**config.mk**
```make
export PLATFORM = sky130hd
export DESIGN_NAME = sfa_fuse_ctrl
export DESIGN_NICKNAME = d
export VERILOG_FILES = /design/src/include/sfa_pkg.sv /design/src/design/sfa_fuse_ctrl.sv
export SDC_FILE = /design/constraint.sdc
export NUM_CORES = 1
export LEC_CHECK = 0
export BUFFER_PORTS_ARGS = -buffer_cell sky130_fd_sc_hd__buf_2
export CORE_MARGIN = 4
export CORE_UTILIZATION = 44
export DETAILED_ROUTE_END_ITERATION = 8
export HOLD_SLACK_MARGIN = 0.1
export MAX_ROUTING_LAYER = met4
export PLACE_DENSITY = 0.77
export REMOVE_ABC_BUFFERS = 1
export SYNTH_ARGS = -nofsm -noshare
export SYNTH_HDL_FRONTEND = slang
export SYNTH_SLANG_ARGS = --single-unit
```
**constraint.sdc**
```tcl
create_clock -name core_clk -period 2.2 [get_ports core_clk]
set_clock_uncertainty 0.2 [all_clocks]
set_input_delay 0.44 -clock core_clk [delete_from_list [all_inputs] [get_ports core_clk]]
set_output_delay 0.44 -clock core_clk [all_outputs]
set_load 0.005 [all_outputs]
```
**src/include/sfa_pkg.sv**
```systemverilog
// Purpose: Shared constants and types for the security fuse access block.
// Assumes: Configuration memory is addressed by one byte.
// Notes: Fuse bits read 0 when programmed.
package sfa_pkg;

    localparam logic [7:0] PARAM_NORMAL = 8'h00;
    localparam logic [7:0] PARAM_FUSE = 8'h01;
    localparam logic [7:0] ADDR_FUSE_READ = 8'hff;
    localparam logic [7:0] ADDR_FUSE_STEP1 = 8'h06;
    localparam logic [7:0] ADDR_FUSE_STEP2 = 8'h04;
    localparam logic [7:0] ADDR_FUSE_STEP3 = 8'h00;
    localparam logic [7:0] LEN_FUSE = 8'h00;
    localparam logic [7:0] DATA_FUSE = 8'h00;

    // Security fuse byte: bit positions and shipped value.
    localparam logic [7:0] OFS_SECURITY_FUSE_BYTE = 8'hff;
    localparam logic [3:0] FUSE_RESET = 4'h7;
    localparam logic [3:0] RESERVED_BITS = 4'hf;
    localparam int FACTORY_LOCK_BIT = 3;
    localparam int A_PERSO_BIT = 2;
    localparam int A_MAKER_CODE_BIT = 1;
    localparam int A_FABRICATION_BIT = 0;
    localparam int B_ENCRYPT_BIT = 2;
    localparam int B_SECRET_KEY_BIT = 1;
    localparam int B_PERSO_BIT = 0;

    // Region boundaries of the configuration memory.
    localparam logic [7:0] MTA_LO = 8'h0a;
    localparam logic [7:0] MAKER_LO = 8'h0c;
    localparam logic [7:0] HWR_LO = 8'h0e;
    localparam logic [7:0] RO_LO = 8'h10;
    localparam logic [7:0] AC_LO = 8'h18;
    localparam logic [7:0] NCDCR_END = 8'h20;
    localparam logic [7:0] CRY_LO = 8'h50;
    localparam logic [7:0] SECRET_LO = 8'h90;
    localparam logic [7:0] PW_LO = 8'hb0;
    localparam logic [7:0] FORB_LO = 8'hf0;

    typedef enum logic [3:0] {
        RG_ANTICOL, RG_MTA, RG_MAKER, RG_HWR, RG_RDONLY, RG_NCDCR, RG_ACCESS,
        RG_CRYPTO, RG_SKEY, RG_SECRET, RG_PWD, RG_ATTEMPT, RG_FORBID
    } sfa_region_t;

    typedef enum logic [1:0] {
        ST_LOAD = 2'b00,
        ST_RUN = 2'b01
    } sfa_state_t;

    typedef struct packed {
        logic isWrite;
        logic [7:0] param;
        logic [7:0] addr;
        logic [7:0] len;
        logic [7:0] data;
    } sfa_cmd_t;

    typedef struct packed {
        logic ack;
        logic [7:0] status;
        logic [7:0] data;
    } sfa_rsp_t;

endpackage

```
**src/design/sfa_fuse_ctrl.sv**
```systemverilog
// Purpose: Security fuse store, ordered programming and configuration
//          memory access gating by fuse state.
// Assumes: Commands arrive decoded from the RF protocol, one per cycle.
// Notes: variantB selects the second device family layout.
`timescale 1ns/1ps

module sfa_fuse_ctrl (
    input wire logic core_clk,
    input wire logic arst_n,
    input wire logic ce,
    input wire logic variantB,
    input wire logic [3:0] fuseImage,
    input wire logic cmdValid,
    input wire sfa_pkg::sfa_cmd_t cmd,
    input wire logic transportPwOk,
    input wire logic writePwOk,
    input wire logic [2:0] writePwSet,
    input wire logic encActive,
    input wire logic userZoneGrant,
    output logic rspValid,
    output sfa_pkg::sfa_rsp_t rsp,
    output logic cfgRdGo,
    output logic cfgWrGo,
    output logic [7:0] cfgAddr,
    output logic userAccessOk,
    output logic configLocked,
    output logic secretsLocked,
    output logic securePersoEn,
    output logic macWriteEn
);

    // Region of a byte address, shared by read and write checks.
    function automatic sfa_pkg::sfa_region_t regionOf(input logic [7:0] a,
                                                      input logic vb);
        logic [7:0] pwOff;
        pwOff = a - sfa_pkg::PW_LO;
        if (a < sfa_pkg::MTA_LO) begin
            regionOf = sfa_pkg::RG_ANTICOL;
        end else if (a < sfa_pkg::MAKER_LO) begin
            regionOf = sfa_pkg::RG_MTA;
        end else if (a < sfa_pkg::HWR_LO) begin
            regionOf = vb ? sfa_pkg::RG_ANTICOL : sfa_pkg::RG_MAKER;
        end else if (a < sfa_pkg::RO_LO) begin
            regionOf = vb ? sfa_pkg::RG_HWR : sfa_pkg::RG_RDONLY;
        end else if (a < sfa_pkg::AC_LO) begin
            regionOf = sfa_pkg::RG_RDONLY;
        end else if (a < sfa_pkg::NCDCR_END && vb) begin
            regionOf = sfa_pkg::RG_NCDCR;
        end else if (a < sfa_pkg::CRY_LO) begin
            regionOf = sfa_pkg::RG_ACCESS;
        end else if (a < sfa_pkg::SECRET_LO) begin
            // Session keys fill the upper half of each crypto row.
            regionOf = a[3] ? sfa_pkg::RG_SKEY : sfa_pkg::RG_CRYPTO;
        end else if (a < sfa_pkg::PW_LO) begin
            regionOf = sfa_pkg::RG_SECRET;
        end else if (a < sfa_pkg::FORB_LO) begin
            regionOf = (pwOff[1:0] == 2'h0) ? sfa_pkg::RG_ATTEMPT
                                             : sfa_pkg::RG_PWD;
        end else begin
            regionOf = sfa_pkg::RG_FORBID;
        end
    endfunction

    sfa_pkg::sfa_state_t state_ff;
    sfa_pkg::sfa_state_t nxt_state;
    logic [3:0] fuse_ff;
    logic [3:0] nxt_fuse;
    logic rspValid_ff;
    sfa_pkg::sfa_rsp_t rsp_ff;
    sfa_pkg::sfa_rsp_t nxt_rsp;
    logic cfgRdGo_ff;
    logic cfgWrGo_ff;
    logic [7:0] cfgAddr_ff;

    // Fuse roles by variant; a fuse is done when its bit reads 0.
    // factory fuse shared by both variant layouts
    wire logic factoryDone = ~fuse_ff[sfa_pkg::FACTORY_LOCK_BIT];
    wire logic step1Done = variantB ? ~fuse_ff[sfa_pkg::B_ENCRYPT_BIT]
                                    : ~fuse_ff[sfa_pkg::A_FABRICATION_BIT];
    wire logic step2Done = variantB ? ~fuse_ff[sfa_pkg::B_SECRET_KEY_BIT]
                                    : ~fuse_ff[sfa_pkg::A_MAKER_CODE_BIT];
    wire logic persoDone = variantB ? ~fuse_ff[sfa_pkg::B_PERSO_BIT]
                                    : ~fuse_ff[sfa_pkg::A_PERSO_BIT];
    wire logic [7:0] fuseByte = {sfa_pkg::RESERVED_BITS, fuse_ff};

    // Nothing is taken on the load edge, so the order checks never see the
    // shipped value in place of the real cells.
    wire logic running = (state_ff == sfa_pkg::ST_RUN);
    wire logic take = ce && cmdValid && running;
    wire logic isFuseParam = (cmd.param == sfa_pkg::PARAM_FUSE);
    wire logic isNormal = (cmd.param == sfa_pkg::PARAM_NORMAL);
    wire logic fuseRead = !cmd.isWrite && isFuseParam
        && cmd.addr == sfa_pkg::ADDR_FUSE_READ && cmd.len == sfa_pkg::LEN_FUSE;
    wire logic fuseWrFmt = cmd.isWrite && isFuseParam
        && cmd.len == sfa_pkg::LEN_FUSE && cmd.data == sfa_pkg::DATA_FUSE;

    wire logic okStep1 = fuseWrFmt && cmd.addr == sfa_pkg::ADDR_FUSE_STEP1
        && factoryDone && !step1Done;
    wire logic okStep2 = fuseWrFmt && cmd.addr == sfa_pkg::ADDR_FUSE_STEP2
        && step1Done && !step2Done;
    wire logic okStep3 = fuseWrFmt && cmd.addr == sfa_pkg::ADDR_FUSE_STEP3
        && step2Done && !persoDone;
    wire logic [1:0] stepBit = (okStep1 || okStep2)
        ? (variantB ? (okStep1 ? 2'h2 : 2'h1) : (okStep1 ? 2'h0 : 2'h1))
        : (variantB ? 2'h0 : 2'h2);
    // No password gates programming: order alone decides, and a skipped
    // step only earns a NAK with the byte untouched.
    wire logic fuseProg = okStep1 || okStep2 || okStep3;
    // programming drives a bit to 0
    wire logic [3:0] clearMask = fuseProg ? (4'h1 << stepBit) : 4'h0;

    wire sfa_pkg::sfa_region_t region = regionOf(cmd.addr, variantB);
    wire logic tpw = transportPwOk;
    // The set index is the eight-byte row inside the password block.
    // write password opens only its own set
    wire logic [7:0] pwOff = cmd.addr - sfa_pkg::PW_LO;
    wire logic ownSet = writePwOk && (pwOff[5:3] == writePwSet);
    // second variant: secrets need encryption once the encrypt fuse is set and die with the key fuse
    wire logic secretPath = tpw && (!variantB || !step1Done || encActive);
    wire logic secretOk = variantB ? (secretPath && !step2Done)
                                   : (tpw && !persoDone);
    wire logic pwdPath = variantB ? (tpw && (step2Done || !step1Done
                                             || encActive))
                                  : tpw;

    logic rdAllow;
    logic wrAllow;
    always_comb begin
        rdAllow = 1'b0;
        wrAllow = 1'b0;
        case (region)
            sfa_pkg::RG_ANTICOL: begin
                rdAllow = 1'b1;
                wrAllow = tpw && (variantB ? !persoDone : !step1Done);
            end
            sfa_pkg::RG_MTA: begin
                rdAllow = 1'b1;
                wrAllow = 1'b1;
            end
            sfa_pkg::RG_MAKER: begin
                rdAllow = 1'b1;
                wrAllow = tpw && !step2Done;
            end
            sfa_pkg::RG_HWR, sfa_pkg::RG_RDONLY: begin
                rdAllow = 1'b1;
            end
            sfa_pkg::RG_NCDCR: begin
                rdAllow = 1'b1;
                wrAllow = tpw && !step2Done;
            end
            sfa_pkg::RG_ACCESS: begin
                rdAllow = 1'b1;
                wrAllow = tpw && !persoDone;
            end
            sfa_pkg::RG_CRYPTO: begin
                rdAllow = 1'b1;
                wrAllow = tpw && (variantB ? !step2Done : !persoDone);
            end
            sfa_pkg::RG_SKEY, sfa_pkg::RG_SECRET: begin
                rdAllow = secretOk;
                wrAllow = secretOk;
            end
            sfa_pkg::RG_PWD: begin
                rdAllow = persoDone ? ownSet : pwdPath;
                wrAllow = persoDone ? ownSet : pwdPath;
            end
            sfa_pkg::RG_ATTEMPT: begin
                rdAllow = 1'b1;
                wrAllow = persoDone ? ownSet : tpw;
            end
            default: begin
                rdAllow = 1'b0;
                wrAllow = 1'b0;
            end
        endcase
    end

    wire logic grantRd = isNormal && !cmd.isWrite && rdAllow;
    wire logic grantWr = isNormal && cmd.isWrite && wrAllow;

    always_comb begin
        nxt_rsp.ack = 1'b0;
        nxt_rsp.status = fuseByte;
        nxt_rsp.data = 8'h00;
        if (fuseRead) begin
            nxt_rsp.ack = 1'b1;
            nxt_rsp.data = fuseByte;
        end else if (fuseProg) begin
            // status shows fuse byte after programming
            nxt_rsp.ack = 1'b1;
            nxt_rsp.status = {sfa_pkg::RESERVED_BITS, fuse_ff & ~clearMask};
        end else if (grantRd || grantWr) begin
            nxt_rsp.ack = 1'b1;
        end
    end

    // bits only ever move toward programmed
    assign nxt_fuse = (state_ff == sfa_pkg::ST_LOAD)
        ? (fuseImage & sfa_pkg::FUSE_RESET)
        : (take ? (fuse_ff & ~clearMask) : fuse_ff);
    always_comb begin
        case (state_ff)
            sfa_pkg::ST_LOAD: begin
                nxt_state = sfa_pkg::ST_RUN;
            end
            sfa_pkg::ST_RUN: begin
                nxt_state = sfa_pkg::ST_RUN;
            end
            default: begin
                // A lost state resumes running; a reload could undo fuses.
                nxt_state = sfa_pkg::ST_RUN;
            end
        endcase
    end

    // Fuse cells are modelled by flops: the shipped value at reset, then
    // the stored image is folded in once, as it cannot be sampled under
    // the asynchronous reset.
    always_ff @(posedge core_clk or negedge arst_n) begin
        if (!arst_n) begin
            state_ff <= sfa_pkg::ST_LOAD;
            fuse_ff <= sfa_pkg::FUSE_RESET;
        end else if (ce) begin
            state_ff <= nxt_state;
            fuse_ff <= nxt_fuse;
        end
    end

    always_ff @(posedge core_clk or negedge arst_n) begin
        if (!arst_n) begin
            rspValid_ff <= 1'b0;
            rsp_ff <= '0;
            cfgRdGo_ff <= 1'b0;
            cfgWrGo_ff <= 1'b0;
            cfgAddr_ff <= 8'h00;
        end else if (ce) begin
            rspValid_ff <= take;
            cfgRdGo_ff <= take && grantRd;
            cfgWrGo_ff <= take && grantWr;
            // The answer holds between commands for a reader that looks late.
            if (take) begin
                rsp_ff <= nxt_rsp;
                cfgAddr_ff <= cmd.addr;
            end
        end
    end

    assign rspValid = rspValid_ff;
    assign rsp = rsp_ff;
    assign cfgRdGo = cfgRdGo_ff;
    assign cfgWrGo = cfgWrGo_ff;
    assign cfgAddr = cfgAddr_ff;
    // user zones follow their own registers
    assign userAccessOk = userZoneGrant;
    // full lock after the last step
    assign configLocked = step1Done && step2Done && persoDone;
    // Only the second variant has a key fuse; the first never locks these.
    // key fuse kills secrets
    assign secretsLocked = variantB && step2Done;
    assign securePersoEn = !(variantB && step2Done);
    assign macWriteEn = !(variantB && step2Done);

endmodule

```
==> out/metrics.csv <==
metric,value,unit
synthesis-stage register bit count,27,
internal power,0.829,mW
WS Path Type,in2reg,
violated checks,setup timing,
die area,5640,um2
Area growth syn-to-layout,38.5,%
Final min period,2.30,ns
PD cells,432,nW/um2
worst slew pin tran,0.593,ns
Worst EP required,2.21,ns
Yosys top cell area share,30.3,%
Clk pwr share,24.1,%
final net count,400,
top post-synthesis cells by area,"dfrtp_1 30%, nand2_1 9.8%, dfstp_2 4.0%",
row count,24,
DRC,0,
HP Class,in2reg,
top_reg_cell synth,dfrtp_1,
Tot Pwr,1.19,mW
ys async rst share,100,%
CP Launch Type,input port,
leakage power,1.37,nW
yosys warns,0,
Clock Latency Late Sink,0.27,ns
Slew Limit Fails,0,
Syn Inst Count,249,
clock transition at the registers of the reported paths,0.09,ns
Clock Sinks,27,
Ports,82,
Final Wtd Congestion,0.967,
"Avg Cell Area, Syn",7.96,um2
max_slew headroom,60.5,%
most frequent cells after synthesis,"52 x nand2_1, 24 x dfrtp_1, 15 x nor2_1",
gr ovfl total,0,
total CTS buffers,3,
largest area contributor in the netlist,dfrtp_1,
worst setup margin,-0.0985,ns
Flop pwr share,46.0,%
Filler Cells Inserted,401,
largest family of logic cells by synthesized area,simple AND/OR/NAND/NOR gates,
vias in the first global route,2118,
largest net degree at the start of global routing,28,
Post-synth EDFFs,0,
Vias,2172,
IO Port Bufs,78,
DRT antenna net count,0,
peak fanout along the critical path,5,
CP arrival,2.31,ns
vias per inst,5.44,
Fin. Hold Viols,0,
post-synthesis cell area,1980,um2
Psw,0.358,mW
aggregate routed wire length,5650,um
Worst VDD drop,217,uV
Initial Util,45.5,%
Final Cycle Share,104,%
Synth Area in XOR/XNOR,1.77,%
Post-Layout Cell Count,399,
placed insts,392,
total track usage,21.3,%
wire per inst,14.2,um
Compound-Gate Fraction of Synth Area,20.5,%
switch share,30.2,%
unrepaired setup endpoints after global routing,true,
first-pass GRT wire length,9070,um
fmax,435,MHz
pre-CTS worst setup slack,-0.489,ns
post-route cell area,2750,um2
die width,75.1,um
placed inst area,2550,um2
Core Box Area,4350,um2
Adder-Cell Fraction of Synth Area,1.89,%
Initial DRC Count,138,
run status,"finished, violations left",
antenna violations before repair,0,
CTS tree,built,
Final setup viols,2,
first-pass detailed-route iteration total,4,
Root Driver,clkbuf_8,
Max clock buf depth,2,
"Core Util, Final",63.0,%
hpwl dp,4430,um
share of cells above drive strength 1,42.9,%
H-tree depth,1,
Synth Area in Simple Gates,32.1,%
Combinational Power Share,29.8,%
mux cell area share after synthesis,1.01,%
antenna diode count,0,
max-cap viol count,0,
library cells used by synthesis,60,
most common cell in the netlist,nand2_1,
Die Height,75.1,um
Worst Setup End Kind,register,
sequential-to-total area share from yosys stat,34.3,%
sequential cells by signal, summed over array words and instances, names as in the netlist:
register  cells
state_ff      1
cfgWrGo       1
fuse_ff       4
cfgAddr       8
cfgRdGo       1
rsp          11
rspValid      1
routing by layer:
metal | routed length [um] | track usage, % | vias up
met3 | 429 | 2.67 | 10
met5 | 0 | - | -
met1 | 2250 | 25.1 | 1006
met2 | 2880 | 36.4 | 92
li1 | - | - | 1064
met4 | 97 | 8.70 | 0
power by group through the flow:
stage / Sequential [mW] / Combinational [mW] / Clock [mW]
global placement: 0.556 / 0.315 / 0
floorplan: 0.562 / 0.136 / 0
finish: 0.546 / 0.354 / 0.286
CTS: 0.547 / 0.340 / 0.292
global route: 0.551 / 0.393 / 0.309
detailed placement: 0.557 / 0.322 / 0
cell families after synthesis:
kind of cell | count (synthesis)
AOI/OAI and AO/OA | 58
muxes | 2
xor gates and xnor gates | 4
and+or+nand+nor | 125
DFF | 27
buffers and inverters | 30
adders and majority gates | 3
per-stage QoR:
step	hold WS, ns	setup TNS (ns)
final	0.165	-0.170
after global routing	0.171	-0.383
after CTS	0.175	-0.0397
after detailed placement	0.252	-2.87
after global placement	0.250	-2.38
after floorplan	-0.0556	-0.854
cells in the final DEF (no fill, tap or decap), drive strengths merged, types with 4 or more instances in the layout:
cell type | synthesis | layout
a21o | 4 | 4
nand2b | 7 | 7
dfrtp | 24 | 24
o21ai | 19 | 19
buf | 11 | 113
inv | 10 | 10
nor2b | 6 | 6
nor2 | 17 | 17
a21oi | 8 | 8
nand2 | 52 | 52
a31oi | 4 | 4
nand3 | 11 | 11
nor3 | 8 | 8
nor4 | 5 | 5
nand4 | 4 | 4
worst paths after layout:
kind                                         from                     end  slack (ns)  depth (start not counted)
setup / recovery                          cmd[20]     rsp[16]$_DFFE_PN0P_        -0.1                         11
hold / removal                       fuseImage[2]  fuse_ff[2]$_DFFE_PN1P_        0.16                          3
setup reg to reg           fuse_ff[2]$_DFFE_PN1P_     rsp[16]$_DFFE_PN0P_        0.10                          8
hold reg to reg                rsp[9]$_DFFE_PN0P_      rsp[9]$_DFFE_PN0P_        0.27                          2
max in group asynchronous                  arst_n     rsp[16]$_DFFE_PN0P_        0.92                          2
min in group asynchronous                  arst_n     rsp[14]$_DFFE_PN0P_        0.50                          2
critical path: stages:
cell      delay, ns
buf_8          0.10
buf_4          0.14
ha_1           0.22
a211oi_2       0.23
o21a_1         0.17
nor3_2         0.06
o31ai_4        0.32
xnor2_1        0.19
mux2i_1        0.21
nand3_1        0.11
nand4b_1       0.11
cell type report:
class | instances | area, um2 | share of cell area (%)
clock buffer | 3 | 41.3 | 1.50
clock inverter | 1 | 5.00 | 0.182
inverter | 10 | 42.5 | 1.55
multi-input combinational | 192 | 1220 | 44.3
sequential | 27 | 679 | 24.7
tap | 52 | 65.1 | 2.37
timing repair buffer | 114 | 696 | 25.3
what timing repair did:
action	CTS	global route
endpoints found under the setup margin	5	8
gates cloned	0	0
pin swaps	7	16
resized for setup	13	12
hold endpoints to repair	24	0
hold buffers	1	0
buffers inserted	2	0
Note: power is estimated with default switching activity, not from simulation.
